===== src/nfc_timer_pkg.sv =====
// Package: register map, field layout and step counts of the timer block
package nfc_timer_pkg;

	// ----------------------------------------------------------------
	// Register map
	// ----------------------------------------------------------------
	localparam int ADDR_W = 6;
	localparam int DATA_W = 8;
	localparam logic [5:0] ADDR_TIMER_CTRL = 6'h11;
	localparam logic [5:0] ADDR_GP_HIGH = 6'h12;
	localparam logic [5:0] ADDR_GP_LOW = 6'h13;
	localparam logic [5:0] ADDR_MASK_MAIN = 6'h14;
	localparam logic [5:0] ADDR_MASK_TIMER = 6'h15;
	localparam logic [5:0] ADDR_MASK_ERR = 6'h16;
	localparam logic [5:0] ADDR_STAT_MAIN = 6'h17;
	localparam logic [5:0] ADDR_STAT_TIMER = 6'h18;
	localparam logic [5:0] ADDR_STAT_ERR = 6'h19;

	// ----------------------------------------------------------------
	// Reset values and field positions
	// ----------------------------------------------------------------
	localparam logic [7:0] CTRL_RESET = 8'h00;
	localparam logic [7:0] MASK_RESET = 8'h00;
	localparam logic [7:0] STAT_RESET = 8'h00;
	localparam logic [7:0] GP_RESET = 8'h00;
	localparam logic [7:0] READ_ZERO = 8'h00;
	localparam int TRIG_MSB = 7;
	localparam int TRIG_LSB = 5;
	localparam int NRT_EMV_BIT = 1;
	localparam int NRT_STEP_BIT = 0;
	localparam int MAIN_EVT_LSB = 2;
	localparam int MAIN_TIMER_BIT = 1;
	localparam int MAIN_ERR_BIT = 0;
	localparam int GPE_BIT = 5;

	// ----------------------------------------------------------------
	// Trigger source encodings
	// ----------------------------------------------------------------
	localparam logic [2:0] TRIG_NONE = 3'h0;
	localparam logic [2:0] TRIG_RX_END = 3'h1;
	localparam logic [2:0] TRIG_RX_START = 3'h2;
	localparam logic [2:0] TRIG_TX_END_NFC = 3'h3;

	// ----------------------------------------------------------------
	// Step lengths in carrier periods and no-response counter width
	// ----------------------------------------------------------------
	localparam int GP_STEP_FC = 8;
	localparam int NRT_FINE_FC = 64;
	localparam int NRT_COARSE_FC = 4096;
	localparam int NRT_CNT_W = 12;

endpackage : nfc_timer_pkg


===== src/gp_step_timer.sv =====
// General purpose down counter with a carrier-period prescaler
`timescale 1ns/1ps
module gp_step_timer #(
	parameter int CNT_W = 16,
	parameter int STEP_FC = nfc_timer_pkg::GP_STEP_FC
) (
	input wire logic mclk_i,
	input wire logic nrst_i,
	input wire logic ce_i,
	input wire logic fc_en_i,
	input wire logic start_i,
	input wire logic [CNT_W-1:0] load_i,
	output logic running_o,
	output logic expire_o
);

	localparam int PRE_W = $clog2(STEP_FC);
	localparam logic [PRE_W-1:0] PRE_LAST = PRE_W'(STEP_FC - 1);
	localparam logic [CNT_W-1:0] CNT_ONE = CNT_W'(1);

	typedef enum logic {IDLE, RUN} tstate_t;

	tstate_t state_q;
	logic [PRE_W-1:0] pre_q;
	logic [CNT_W-1:0] cnt_q;
	logic step_end;

	assign step_end = fc_en_i && (pre_q == PRE_LAST);
	assign running_o = (state_q == RUN);

	// Restart reloads even while running; a zero load lasts one step
	always_ff @(posedge mclk_i or negedge nrst_i) begin
		if (!nrst_i) begin
			state_q <= IDLE;
			pre_q <= '0;
			cnt_q <= '0;
			expire_o <= 1'b0;
		end else if (ce_i) begin
			expire_o <= 1'b0;
			case (state_q)
				IDLE: begin
					if (start_i) begin
						state_q <= RUN;
						pre_q <= '0;
						cnt_q <= load_i;
					end
				end
				RUN: begin
					if (start_i) begin
						pre_q <= '0;
						cnt_q <= load_i;
					end else if (fc_en_i) begin
						pre_q <= step_end ? '0 : pre_q + 1'b1;
						if (step_end) begin
							if (cnt_q <= CNT_ONE) begin
								state_q <= IDLE;
								expire_o <= 1'b1;
							end else begin
								cnt_q <= cnt_q - CNT_ONE;
							end
						end
					end
				end
				default: state_q <= IDLE;
			endcase
		end
	end

endmodule : gp_step_timer


===== src/timer_trigger_irq_regs.sv =====
// Timer control, timer trigger, interrupt masks and interrupt status block
`timescale 1ns/1ps
module timer_trigger_irq_regs (
	input wire logic mclk_i,
	input wire logic nrst_i,
	input wire logic ce_i,
	input wire logic fc_en_i,
	input wire logic reg_wr_i,
	input wire logic reg_rd_i,
	input wire logic [5:0] reg_addr_i,
	input wire logic [7:0] reg_wdata_i,
	input wire logic set_default_i,
	input wire logic gp_start_cmd_i,
	input wire logic rx_start_i,
	input wire logic rx_end_i,
	input wire logic tx_end_i,
	input wire logic nfc_mode_i,
	input wire logic [5:0] main_evt_i,
	input wire logic [7:0] timer_evt_i,
	input wire logic [7:0] err_evt_i,
	output logic [7:0] reg_rdata_o,
	output logic irq_o,
	output logic field_off_o,
	output logic nrt_emv_o,
	output logic nrt_step_o,
	output logic nrt_tick_o,
	output logic gp_running_o
);

	// ----------------------------------------------------------------
	// Registers and decode
	// ----------------------------------------------------------------
	logic [7:0] ctrl_q;
	logic [7:0] gp_high_q;
	logic [7:0] gp_low_q;
	logic [7:0] mask_main_q;
	logic [7:0] mask_timer_q;
	logic [7:0] mask_err_q;
	logic [5:0] main_evt_q;
	logic main_tim_q;
	logic main_err_q;
	logic [7:0] timer_st_q;
	logic [7:0] err_st_q;
	logic [7:0] main_stat;
	logic [7:0] timer_set;
	logic [2:0] trig_sel;
	logic rd_main;
	logic rd_timer;
	logic rd_err;
	logic trig_hit;
	logic tx_trig;
	logic gp_start;
	logic gp_expire;
	logic gp_running;
	logic armed_q;
	logic [nfc_timer_pkg::NRT_CNT_W-1:0] nrt_cnt_q;
	logic [nfc_timer_pkg::NRT_CNT_W-1:0] nrt_last;

	assign trig_sel = ctrl_q[nfc_timer_pkg::TRIG_MSB:nfc_timer_pkg::TRIG_LSB];
	assign rd_main = reg_rd_i && (reg_addr_i == nfc_timer_pkg::ADDR_STAT_MAIN);
	assign rd_timer = reg_rd_i && (reg_addr_i == nfc_timer_pkg::ADDR_STAT_TIMER);
	assign rd_err = reg_rd_i && (reg_addr_i == nfc_timer_pkg::ADDR_STAT_ERR);
	assign main_stat = {main_evt_q, main_tim_q, main_err_q};

	always_ff @(posedge mclk_i or negedge nrst_i) begin
		if (!nrst_i) begin
			ctrl_q <= nfc_timer_pkg::CTRL_RESET;
			mask_main_q <= nfc_timer_pkg::MASK_RESET;
			mask_timer_q <= nfc_timer_pkg::MASK_RESET;
			mask_err_q <= nfc_timer_pkg::MASK_RESET;
		end else if (ce_i) begin
			if (set_default_i) begin
				ctrl_q <= nfc_timer_pkg::CTRL_RESET;
				mask_main_q <= nfc_timer_pkg::MASK_RESET;
				mask_timer_q <= nfc_timer_pkg::MASK_RESET;
				mask_err_q <= nfc_timer_pkg::MASK_RESET;
			end else if (reg_wr_i) begin
				case (reg_addr_i)
					nfc_timer_pkg::ADDR_TIMER_CTRL: ctrl_q <= reg_wdata_i;
					nfc_timer_pkg::ADDR_MASK_MAIN: mask_main_q <= reg_wdata_i;
					nfc_timer_pkg::ADDR_MASK_TIMER: mask_timer_q <= reg_wdata_i;
					nfc_timer_pkg::ADDR_MASK_ERR: mask_err_q <= reg_wdata_i;
					default: ;
				endcase
			end
		end
	end

	// No documented default: left untouched by set-default
	always_ff @(posedge mclk_i or negedge nrst_i) begin
		if (!nrst_i) begin
			gp_high_q <= nfc_timer_pkg::GP_RESET;
			gp_low_q <= nfc_timer_pkg::GP_RESET;
		end else if (ce_i && reg_wr_i) begin
			if (reg_addr_i == nfc_timer_pkg::ADDR_GP_HIGH)
				gp_high_q <= reg_wdata_i;
			if (reg_addr_i == nfc_timer_pkg::ADDR_GP_LOW)
				gp_low_q <= reg_wdata_i;
		end
	end

	// ----------------------------------------------------------------
	// Read port
	// ----------------------------------------------------------------
	always_ff @(posedge mclk_i or negedge nrst_i) begin
		if (!nrst_i) begin
			reg_rdata_o <= nfc_timer_pkg::READ_ZERO;
		end else if (ce_i && reg_rd_i) begin
			case (reg_addr_i)
				nfc_timer_pkg::ADDR_TIMER_CTRL: reg_rdata_o <= ctrl_q;
				nfc_timer_pkg::ADDR_GP_HIGH: reg_rdata_o <= gp_high_q;
				nfc_timer_pkg::ADDR_GP_LOW: reg_rdata_o <= gp_low_q;
				nfc_timer_pkg::ADDR_MASK_MAIN: reg_rdata_o <= mask_main_q;
				nfc_timer_pkg::ADDR_MASK_TIMER: reg_rdata_o <= mask_timer_q;
				nfc_timer_pkg::ADDR_MASK_ERR: reg_rdata_o <= mask_err_q;
				nfc_timer_pkg::ADDR_STAT_MAIN: reg_rdata_o <= main_stat;
				nfc_timer_pkg::ADDR_STAT_TIMER: reg_rdata_o <= timer_st_q;
				nfc_timer_pkg::ADDR_STAT_ERR: reg_rdata_o <= err_st_q;
				default: reg_rdata_o <= nfc_timer_pkg::READ_ZERO;
			endcase
		end
	end

	// ----------------------------------------------------------------
	// General purpose timer and its trigger
	// ----------------------------------------------------------------
	assign tx_trig = (trig_sel == nfc_timer_pkg::TRIG_TX_END_NFC) &&
		tx_end_i && nfc_mode_i;
	always_comb begin
		case (trig_sel)
			nfc_timer_pkg::TRIG_RX_END: trig_hit = rx_end_i;
			nfc_timer_pkg::TRIG_RX_START: trig_hit = rx_start_i;
			nfc_timer_pkg::TRIG_TX_END_NFC: trig_hit = tx_trig;
			default: trig_hit = 1'b0;
		endcase
	end
	assign gp_start = gp_start_cmd_i || trig_hit;

	gp_step_timer #(
		.CNT_W(16),
		.STEP_FC(nfc_timer_pkg::GP_STEP_FC)
	) u_gp_timer (
		.mclk_i(mclk_i),
		.nrst_i(nrst_i),
		.ce_i(ce_i),
		.fc_en_i(fc_en_i),
		.start_i(gp_start),
		.load_i({gp_high_q, gp_low_q}),
		.running_o(gp_running),
		.expire_o(gp_expire)
	);

	// Field drop only when this run came from the NFC transmit trigger
	always_ff @(posedge mclk_i or negedge nrst_i) begin
		if (!nrst_i) begin
			armed_q <= 1'b0;
			field_off_o <= 1'b0;
			gp_running_o <= 1'b0;
		end else if (ce_i) begin
			if (gp_start)
				armed_q <= tx_trig;
			else if (gp_expire)
				armed_q <= 1'b0;
			field_off_o <= gp_expire && armed_q;
			gp_running_o <= gp_running;
		end
	end

	// ----------------------------------------------------------------
	// No-response timer step and mode
	// ----------------------------------------------------------------
	assign nrt_last = ctrl_q[nfc_timer_pkg::NRT_STEP_BIT] ?
		nfc_timer_pkg::NRT_CNT_W'(nfc_timer_pkg::NRT_COARSE_FC - 1) :
		nfc_timer_pkg::NRT_CNT_W'(nfc_timer_pkg::NRT_FINE_FC - 1);

	always_ff @(posedge mclk_i or negedge nrst_i) begin
		if (!nrst_i) begin
			nrt_cnt_q <= '0;
			nrt_tick_o <= 1'b0;
			nrt_step_o <= 1'b0;
			nrt_emv_o <= 1'b0;
		end else if (ce_i) begin
			nrt_step_o <= ctrl_q[nfc_timer_pkg::NRT_STEP_BIT];
			nrt_emv_o <= ctrl_q[nfc_timer_pkg::NRT_EMV_BIT];
			nrt_tick_o <= fc_en_i && (nrt_cnt_q >= nrt_last);
			if (fc_en_i)
				nrt_cnt_q <= (nrt_cnt_q >= nrt_last) ? '0 : nrt_cnt_q + 1'b1;
		end
	end

	// ----------------------------------------------------------------
	// Interrupt status; a new event wins over the read clear
	// ----------------------------------------------------------------
	always_comb begin
		timer_set = timer_evt_i;
		timer_set[nfc_timer_pkg::GPE_BIT] = gp_expire;
	end

	always_ff @(posedge mclk_i or negedge nrst_i) begin
		if (!nrst_i) begin
			main_evt_q <= '0;
			main_tim_q <= 1'b0;
			main_err_q <= 1'b0;
			timer_st_q <= nfc_timer_pkg::STAT_RESET;
			err_st_q <= nfc_timer_pkg::STAT_RESET;
		end else if (ce_i) begin
			if (set_default_i) begin
				main_evt_q <= '0;
				main_tim_q <= 1'b0;
				main_err_q <= 1'b0;
				timer_st_q <= nfc_timer_pkg::STAT_RESET;
				err_st_q <= nfc_timer_pkg::STAT_RESET;
			end else begin
				main_evt_q <= (rd_main ? '0 : main_evt_q) | main_evt_i;
				main_tim_q <= (!rd_timer && main_tim_q) || (|timer_set);
				main_err_q <= (!rd_err && main_err_q) || (|err_evt_i);
				timer_st_q <= (rd_main ? nfc_timer_pkg::STAT_RESET :
					timer_st_q) | timer_set;
				err_st_q <= (rd_err ? nfc_timer_pkg::STAT_RESET :
					err_st_q) | err_evt_i;
			end
		end
	end

	// Unused main mask bits 1..0 never gate anything
	always_ff @(posedge mclk_i or negedge nrst_i) begin
		if (!nrst_i)
			irq_o <= 1'b0;
		else if (ce_i)
			irq_o <= (|(main_evt_q & ~mask_main_q[7:nfc_timer_pkg::MAIN_EVT_LSB]))
				|| (|(timer_st_q & ~mask_timer_q))
				|| (|(err_st_q & ~mask_err_q));
	end
endmodule : timer_trigger_irq_regs


===== config.mk =====
export PLATFORM = sky130hd
export DESIGN_NAME = timer_trigger_irq_regs
export DESIGN_NICKNAME = d
export VERILOG_FILES = /design/src/nfc_timer_pkg.sv /design/src/gp_step_timer.sv /design/src/timer_trigger_irq_regs.sv
export SDC_FILE = /design/constraint.sdc
export NUM_CORES = 1
export LEC_CHECK = 0
export ABC_AREA = 1
export BUFFER_PORTS_ARGS = -buffer_cell sky130_fd_sc_hd__buf_2
export CORE_MARGIN = 3
export CORE_UTILIZATION = 50
export DETAILED_ROUTE_END_ITERATION = 10
export PLACE_DENSITY = 0.69
export REMOVE_ABC_BUFFERS = 1
export SLEW_MARGIN = 25
export SYNTH_ARGS = -nofsm -noshare
export SYNTH_HDL_FRONTEND = slang
export SYNTH_SLANG_ARGS = --single-unit

===== constraint.sdc =====
create_clock -name mclk_i -period 2.5 [get_ports mclk_i]
set_input_delay 0.5 -clock mclk_i [delete_from_list [all_inputs] [get_ports mclk_i]]
set_output_delay 0.5 -clock mclk_i [all_outputs]
set_load 0.02 [all_outputs]

Yosys cells after proc, flatten, opt, wreduce, memory -nomap -nowiden

Index checks and enable logic that the tools add are counted.
Widths: inputs -> output; s select.

Flip-flop bits (word level): 120
Output and inout bits: 14
Logic and storage cells: 144

$add $sub $neg: 3
Order comparisons: 2
Equal/unequal tests: 17
Multiplexer cells: 48
Bitwise operators: 10
Reductions and logical operators: 40

Operators with widths:

| cell                  | number |
|---|---|
| $mux 8                | 16 |
| $mux 16               | 5 |
| $pmux 8 s9            | 1 |
| $eq 6x5->1 const B    | 9 |
| $pmux 16 s2           | 1 |
| $reduce_or 8->1       | 4 |
| $mux 12               | 2 |
| $and 8x8->8           | 2 |
| $le 16x1->1 const B   | 1 |
| $not 8->8             | 2 |
| $or 8x8->8            | 2 |
| $sub 16x1->16 const B | 1 |
| $reduce_and 3->1      | 5 |
| $mux 1                | 14 |
| $add 12x1->12 const B | 1 |
| $ge 12x12->1          | 1 |
| $logic_and 1x1->1     | 12 |
| $mux 3                | 4 |
| $mux 6                | 2 |
| $reduce_bool 2->1     | 6 |
| $ne 3x3->1 const B    | 3 |
| $reduce_and 2->1      | 4 |
| $and 6x6->6           | 1 |
| $eq 3x2->1 const B    | 2 |
| other kinds (14)      | 19 |

Logic depth before layout (Yosys ltp)

Gate-level depths: netlist of run 1.

Depth after elaboration: 7
Gate-level depth with buffers: 11
Gate-level depth less buffers: 11

By module

Synthesis of run 1 repeated with hierarchy kept, for this count alone.

Cell total of the unflattened synthesis: 890
Area total of the unflattened synthesis: 6837.8 um^2

Modules (own cells, without submodules):

| module                 | times used | cells each | area each (um^2) | sequential area each (um^2) |
|---|---|---|---|---|
| timer_trigger_irq_regs | 1          | 664        | 5270.1           | 2477.4 |
| gp_step_timer          | 1          | 226        | 1567.8           | 525.5 |

Worst setup path after synthesis of run 1

Ideal clock, no wire load.

Kind: reg-to-reg
Start: register ctrl_q[0]
End: register nrt_cnt_q[10] in the netlist's numbering
Data arrival time: 1.511 ns
Data required time: 2.376 ns
Setup slack: 0.865 ns
Cell stages (with the launch flop): 9
Buffers on the path: 0
Clock period less this slack: 1.635 ns
Cells stage by stage: dfrtp_1 inv_1 ha_1 nand2_1 or2_2 nand4_1 nand2_1 inv_1 nor2_1

Word-level cells in the longest chain between the ends: 3

RTL lines:

| what                   | RTL line                      | RTL |
|---|---|---|
| from (decl)            | timer_trigger_irq_regs.sv:33  | `logic [7:0] ctrl_q;` |
| from (signal assigned) | timer_trigger_irq_regs.sv:67  | `ctrl_q <= nfc_timer_pkg::CTRL_RESET;` |
| from (signal assigned) | timer_trigger_irq_regs.sv:73  | `ctrl_q <= nfc_timer_pkg::CTRL_RESET;` |
| from (signal assigned) | timer_trigger_irq_regs.sv:79  | `nfc_timer_pkg::ADDR_TIMER_CTRL: ctrl_q <= reg_wdata_i;` |
| $mux 12                | timer_trigger_irq_regs.sv:172 | `assign nrt_last = ctrl_q[nfc_timer_pkg::NRT_STEP_BIT] ?` |
| $ge 12x12->1           | timer_trigger_irq_regs.sv:187 | `nrt_cnt_q <= (nrt_cnt_q >= nrt_last) ? '0 : nrt_cnt_q + 1'b1;` |
| $mux 12                | timer_trigger_irq_regs.sv:187 |  |
| to (signal assigned)   | timer_trigger_irq_regs.sv:187 |  |
| to (decl)              | timer_trigger_irq_regs.sv:56  | `logic [nfc_timer_pkg::NRT_CNT_W-1:0] nrt_cnt_q;` |

No other way between the ends.
A chain may end at the register's enable or synchronous reset.

Final worst setup path of run 1

Start: register ctrl_q[0]
End: register nrt_cnt_q[9] in the netlist's numbering

The elaborated chain is that of the path after synthesis.

==> results of run 1 <==
==> logic make-up after synthesis <==
group                      after synthesis
xor gates and xnor gates                10
DFF                                    120
AOI/OAI and AO/OA                      109
and+or+nand+nor                        533
buffers and inverters                  142
adders and majority gates               11
==> worst paths after layout <==
kind,startpoint,to,slack [ns],cells past startpoint
setup / recovery,ctrl_q[0],nrt_cnt_q[9],0.51,8
hold / removal,nrst_i,u_gp_timer.pre_q[2],0.14,2
setup reg to reg,ctrl_q[0],nrt_cnt_q[9],0.51,8
hold reg to reg,reg_rdata_o[1],reg_rdata_o[1],0.47,2
max in group asynchronous,nrst_i,nrt_cnt_q[2],1.82,2
min in group mclk_i,main_evt_i[3],main_evt_q[3],0.28,3
==> cell type report <==
| cell class | count | area, um2 |
|---|---|---|
| fillers | 1232 | 5050 |
| flip-flops and latches | 120 | 3000 |
| well taps | 172 | 215 |
| inverters | 127 | 484 |
| clock buffers | 26 | 509 |
| clock inverters | 6 | 159 |
| repair buffers | 63 | 338 |
| multi-input cells | 663 | 3170 |
==> per-stage QoR <==
stage	utilization (%)	setup WS, ns	instances
2_1_floorplan	-	0.865	910
3_3_place_gp	55.8	0.559	1145
3_5_place_dp	55.8	0.507	1145
4_1_cts	60.9	0.482	1177
5_1_grt	60.9	0.309	1177
6_report	60.9	0.511	1177
==> critical path, stage by stage (launching register included) <==
cell and delay (ns):
dfrtp_1 0.40, inv_1 0.16, ha_1 0.33, nand2_1 0.07
or2_2 0.29, nand4_1 0.15, nand2_1 0.13, inv_1 0.24
nor2_1 0.09
==> power by group through the flow <==
stage / Clock (mW) / Combinational, mW / Sequential (mW)
floorplan: 0 / 0.867 / 2.41
global placement: 0 / 1.18 / 2.46
detailed placement: 0 / 1.20 / 2.47
CTS: 2.78 / 1.21 / 2.44
global route: 2.87 / 1.41 / 2.48
finish: 2.75 / 1.21 / 2.44
==> Yosys cell counts, drive strengths merged <==
cell type	n
a21oi	10
a22o	1
a31oi	1
and2	1
buf	13
clkbuf	2
clkinv	3
dfrtp	120
ha	11
inv	124
nand2	314
nand3	86
nand4	10
nor2	110
nor3	6
nor4	3
o21ai	80
o22ai	16
o31ai	1
or2	3
xnor2	4
xor2	6
==> metal layers <==
layer  routed length (um)  track usage (%)
met2                 8820             43.2
met5                    0                0
met4                  512             9.59
met1                 8200             34.4
met3                 1020             6.59
==> flip-flops by register name, indices dropped and copies added (netlist names), 3 cells and up <==
| name | count |
|---|---|
| u_gp_timer.cnt_q | 16 |
| main_evt_q | 6 |
| mask_main_q | 8 |
| gp_low_q | 8 |
| ctrl_q | 8 |
| err_st_q | 8 |
| nrt_cnt_q | 12 |
| mask_err_q | 8 |
| reg_rdata_o | 8 |
| mask_timer_q | 8 |
| timer_st_q | 8 |
| gp_high_q | 8 |
| u_gp_timer.pre_q | 3 |
==> impl_metrics.py, run 1 <==
metrics = {
    "critical_path": {
        "worstSetupStartpointType": "flip-flop",
        "worst_ep_arrival_time_ns": 2.28,
        "path_class": "reg2reg",
        "crit_required_ns": 2.79,
        "cp_max_fo": 8,
        "endpoint_kind": "flip-flop",
    },
    "power_and_ir_drop": {
        "p_sw_share_pct": 29.4,
        "switching_power_mw": 1.88,
        "p_int_mw": 4.52,
        "max-vdd-ir-drop_v": 0.000469,
        "seqPwrFrac_pct": 38.2,
        "p_clk_share_pct": 43.0,
        "power_frac_comb_pct": 18.9,
        "p_per_area_nw_per_um2": 813,
        "finalPower_mw": 6.41,
        "leakage_nw": 4.11,
    },
    "synthesis": {
        "synth_seq_cells": 120,
        "syn_area_per_cell_um2": 7.32,
        "synth-compound-area-share_pct": 8.90,
        "synthesis.area_um2": 6780,
        "synth.top_cells.by_area": "dfrtp_1 44%, nand2_1 17%, inv_1 6.5%",
        "synthSimpleGateAreaFrac_pct": 34.6,
        "yosysTopAreaCell": "dfrtp_1",
        "synth_warnings": 0,
        "synth_cells": 925,
        "synth_cell_types": 39,
        "netlist.area_leader.share_pct": 44.3,
        "ys_seq_area_share_pct": 44.3,
        "synthAdderAreaFrac_pct": 2.03,
        "synth_mux_area_share_pct": 0,
        "synth_top_family_by_area": "simple AND/OR/NAND/NOR gates",
        "synth_xor_xnor_area_share_pct": 1.29,
    },
    "detailed_routing": {
        "postRouteAntennaNets": 0,
        "wire_per_inst_um": 15.8,
        "via_per_inst": 5.23,
        "drcViolationCount": 0,
        "wl_um": 18500,
        "via_count": 6159,
        "dr.pass1.iters": 7,
        "drt_iter0_drc": 474,
    },
    "placed_design": {
        "io_buffers": 60,
        "place_area_um2": 7210,
        "gp_congestion": 0.923,
        "hpwl_um": 13700,
    },
    "cts": {
        "post_cts_buffers": 0,
        "ctsResizeCount": 0,
        "cts.clk_slew.worst_paths_ns": 0.05,
        "clock_sinks": 120,
        "clockRootBuffer": "clkbuf_16",
        "cts_buffers": 17,
        "ctsLongestPathBuffers": 2,
        "cts_tree": "built",
        "worstSkewPairLatency_ns": 0.42,
        "cts_hold_buf": 0,
        "cts_htree_levels": 4,
    },
    "cells_and_area": {
        "antenna_cells": 0,
        "area_growth_pct": 16.3,
        "layout-drive-gt1-share_pct": 14.0,
        "most-common-layout-cells": "301 x nand2_1, 120 x dfrtp_1, 117 x inv_1",
        "final_cell_area_um2": 7880,
        "final_common_cell": "nand2_1",
        "nNetsFinal": 1051,
    },
    "floorplan": {
        "die_y_um": 122,
        "die-area_um2": 15000,
        "die_width_um": 122,
        "core-area_um2": 12900,
        "rows": 41,
        "start_util_pct": 52.4,
        "ios": 62,
    },
    "grt": {
        "grt_pass1_vias": 5886,
        "track_usage_pct": 26.5,
        "grt_max_degree": 121,
        "grt_overflow_total": 0,
        "grt_pass1_wl_um": 30400,
        "grt_antenna_before_repair": 0,
    },
    "sta": {
        "setup_violations": 0,
        "rsz0062_at_grt": "false",
        "maxSlewViolCount": 0,
        "fmax_mhz": 503,
        "fin_crit_sh_pct": 79.6,
        "tightest_slew_ns": 0.705,
        "tns_ns": 0,
        "skew_ns": 0.00657,
        "relSlewSlack_pct": 53.0,
        "period_needed_ns": 1.99,
        "timing.final.hold_violations": 0,
        "hold_ws_ns": 0.140,
    },
    "outcome": {
        "status": "finished, final reports clean",
    },
    "min_path": {
        "hp-class": "in2async",
    },
    "flow_run": {
        "maxCapViolCount": 0,
    },
}
No activity file was read; power rests on OpenSTA's default activity.
==> run 2, diff against run 1 <==
==> constraint.sdc (replaced) <==
create_clock -name mclk_i -period 1.9 [get_ports mclk_i]
set_input_delay 0.38 -clock mclk_i [delete_from_list [all_inputs] [get_ports mclk_i]]
set_output_delay 0.38 -clock mclk_i [all_outputs]
set_load 0.02 [all_outputs]
==> run 2 against run 1 <==
  * Register-to-register slack worse by 0.30 ns
  * Cell area up 0.79%
  * Hold slack better by 0.023 ns
==> impl_metrics.py, run 2 (synthesized netlist as in run 1, its figures left out) <==
metrics = {
    "power_and_ir_drop": {
        "p_per_area_nw_per_um2": 1010,
        "finalPower_mw": 8.00,
        "leakage_nw": 4.16,
        "max-vdd-ir-drop_v": 0.000717,
    },
    "cells_and_area": {
        "top_regs": "u_gp_timer.cnt_q (16), nrt_cnt_q (12)",
        "nFillCells": 1291,
        "nNetsFinal": 1069,
        "largest_reg_flops": 16,
        "top_register": "u_gp_timer.cnt_q",
        "final_cell_area_um2": 7940,
        "fin_cells": 1195,
        "most-common-layout-cells": "301 x nand2_1, 120 x dfrtp_1, 115 x inv_1",
        "area_growth_pct": 17.2,
        "final_common_cell": "nand2_1",
        "layout-drive-gt1-share_pct": 15.9,
        "antenna_cells": 0,
    },
    "detailed_routing": {
        "wl_um": 18900,
        "postRouteAntennaNets": 0,
        "drcViolationCount": 0,
        "wire_per_inst_um": 15.8,
        "via_per_inst": 5.21,
        "via_count": 6229,
        "dr.pass1.iters": 6,
        "drt_iter0_drc": 447,
    },
    "cts": {
        "cts.clk_slew.worst_paths_ns": 0.06,
        "worstSkewPairLatency_ns": 0.42,
        "ctsLongestPathBuffers": 2,
        "cts_tree": "built",
        "cts_buffers": 17,
        "clockRootBuffer": "clkbuf_16",
        "cts_htree_levels": 4,
        "clock_sinks": 120,
    },
    "min_path": {
        "hold_depth": 3,
        "worstHoldStart": "main_evt_i[4]",
        "hp-class": "in2reg",
    },
    "placed_design": {
        "io_buffers": 60,
        "place_area_um2": 7350,
        "gp_congestion": 0.963,
        "hpwl_um": 14300,
        "dp_cells": 1162,
    },
    "sta": {
        "setup_violations": 0,
        "tightest_slew_ns": 0.677,
        "hold_ws_ns": 0.162,
        "rsz0062_at_grt": "false",
        "timing.final.hold_violations": 0,
        "fin_crit_sh_pct": 89.0,
        "tns_ns": 0,
        "period_needed_ns": 1.69,
        "relSlewSlack_pct": 54.9,
        "maxSlewViolCount": 0,
        "skew_ns": 0.00968,
        "fmax_mhz": 591,
    },
    "floorplan": {
        "die_width_um": 122,
        "start_util_pct": 52.4,
        "die-area_um2": 15000,
        "die_y_um": 122,
        "ios": 62,
        "rows": 41,
        "core-area_um2": 12900,
    },
    "critical_path": {
        "worstSetupStartpointType": "flip-flop",
        "reg2reg_depth": 8,
        "path_class": "reg2reg",
        "cp_cell_sequence": "inv_2, ha_1, nand2_1, or2_2, nand4_1, nand2_1, inv_2, nor2_1",
        "worst-path-buf-inv": 2,
        "cp-startpoint": "ctrl_q[0]",
        "worst_ep_arrival_time_ns": 2.00,
        "crit_required_ns": 2.21,
        "crit_cells": 8,
        "endpoint_kind": "flip-flop",
        "critPathMaxStageDelay_ns": 0.39,
        "r2r-start": "ctrl_q[0]",
        "cp_max_fo": 8,
        "critPathSlowestCell": "dfrtp_1",
        "path_delay_family": "simple AND/OR/NAND/NOR gates",
    },
    "flow_run": {
        "maxCapViolCount": 0,
    },
    "grt": {
        "grt_antenna_before_repair": 0,
        "track_usage_pct": 27.1,
        "grt_pass1_wl_um": 31000,
        "grt_pass1_vias": 6154,
        "grt_overflow_total": 0,
        "grt_max_degree": 39,
    },
    "outcome": {
        "status": "finished, final reports clean",
    },
}
==> run 2: cell count changes in the layout (fill, tap and decap cells not counted), moves of 2 or more <==
cell / previous run / this run
clkbuf_1: 4 / 2
inv_1: 117 / 115
inv_2: 6 / 8
clkinvlp_4: 0 / 2
clkbuf_8: 5 / 1
clkinv_2: 0 / 5
bufinv_16: 5 / 2
buf_4: 3 / 19
==> run 2: final timing paths <==
| kind | slack (ns) | to |
|---|---|---|
| setup / recovery | 0.21 | nrt_cnt_q[5] |
| hold / removal | 0.16 | main_evt_q[4] |
| setup reg to reg | 0.21 | nrt_cnt_q[5] |
| hold reg to reg | 0.48 | reg_rdata_o[3] |
| max in group asynchronous | 0.84 | nrt_cnt_q[1] |
| min in group asynchronous | 0.44 | u_gp_timer.pre_q[2] |
==> run 2: report_power, final <==
group	switching, mW	total (mW)	internal [mW]
combinational	1.06	1.65	0.587
sequential	0.321	3.22	2.90
clock	1.18	3.13	1.96
==> run 2: stage by stage <==
step           setup slack, ns  util (%)
2_1_floorplan            0.265         -
3_3_place_gp            0.0984      56.9
3_5_place_dp            0.0693      56.9
4_1_cts                 0.0580      61.4
5_1_grt                 0.0166      61.4
6_report                 0.208      61.4
==> run 2: repair_timing <==
action,4_1_cts,5_1_grt
hold buffers,1,0
buffers inserted,0,0
endpoints found under the setup margin,0,24
hold endpoints to repair,25,0
resized for setup,0,5
==> run 2: layout make-up <==
type	count	area, um2	area share [%]
clock buffers	20	447	5.62
clock inverters	12	126	1.59
inverters	127	489	6.16
multi-input cells	663	3170	40.0
flip-flops and latches	120	3000	37.8
well taps	172	215	2.71
repair buffers	81	488	6.14
==> run 2: worst min-delay path, stage by stage <==
cell	delay [ns]
buf_2	0.07
nand2_1	0.04
o21ai_0	0.06
==> run 2: per-layer routing <==
layer / routed length [um] / vias to the layer above / part of all wire (%) / track usage (%)
li1: - / 3098 / - / -
met1: 8270 / 2867 / 44 / 34.2
met2: 8790 / 210 / 46 / 42.9
met3: 1060 / 54 / 5.6 / 7.51
met4: 790 / 0 / 4.2 / 13.3
met5: 0 / - / 0 / 0
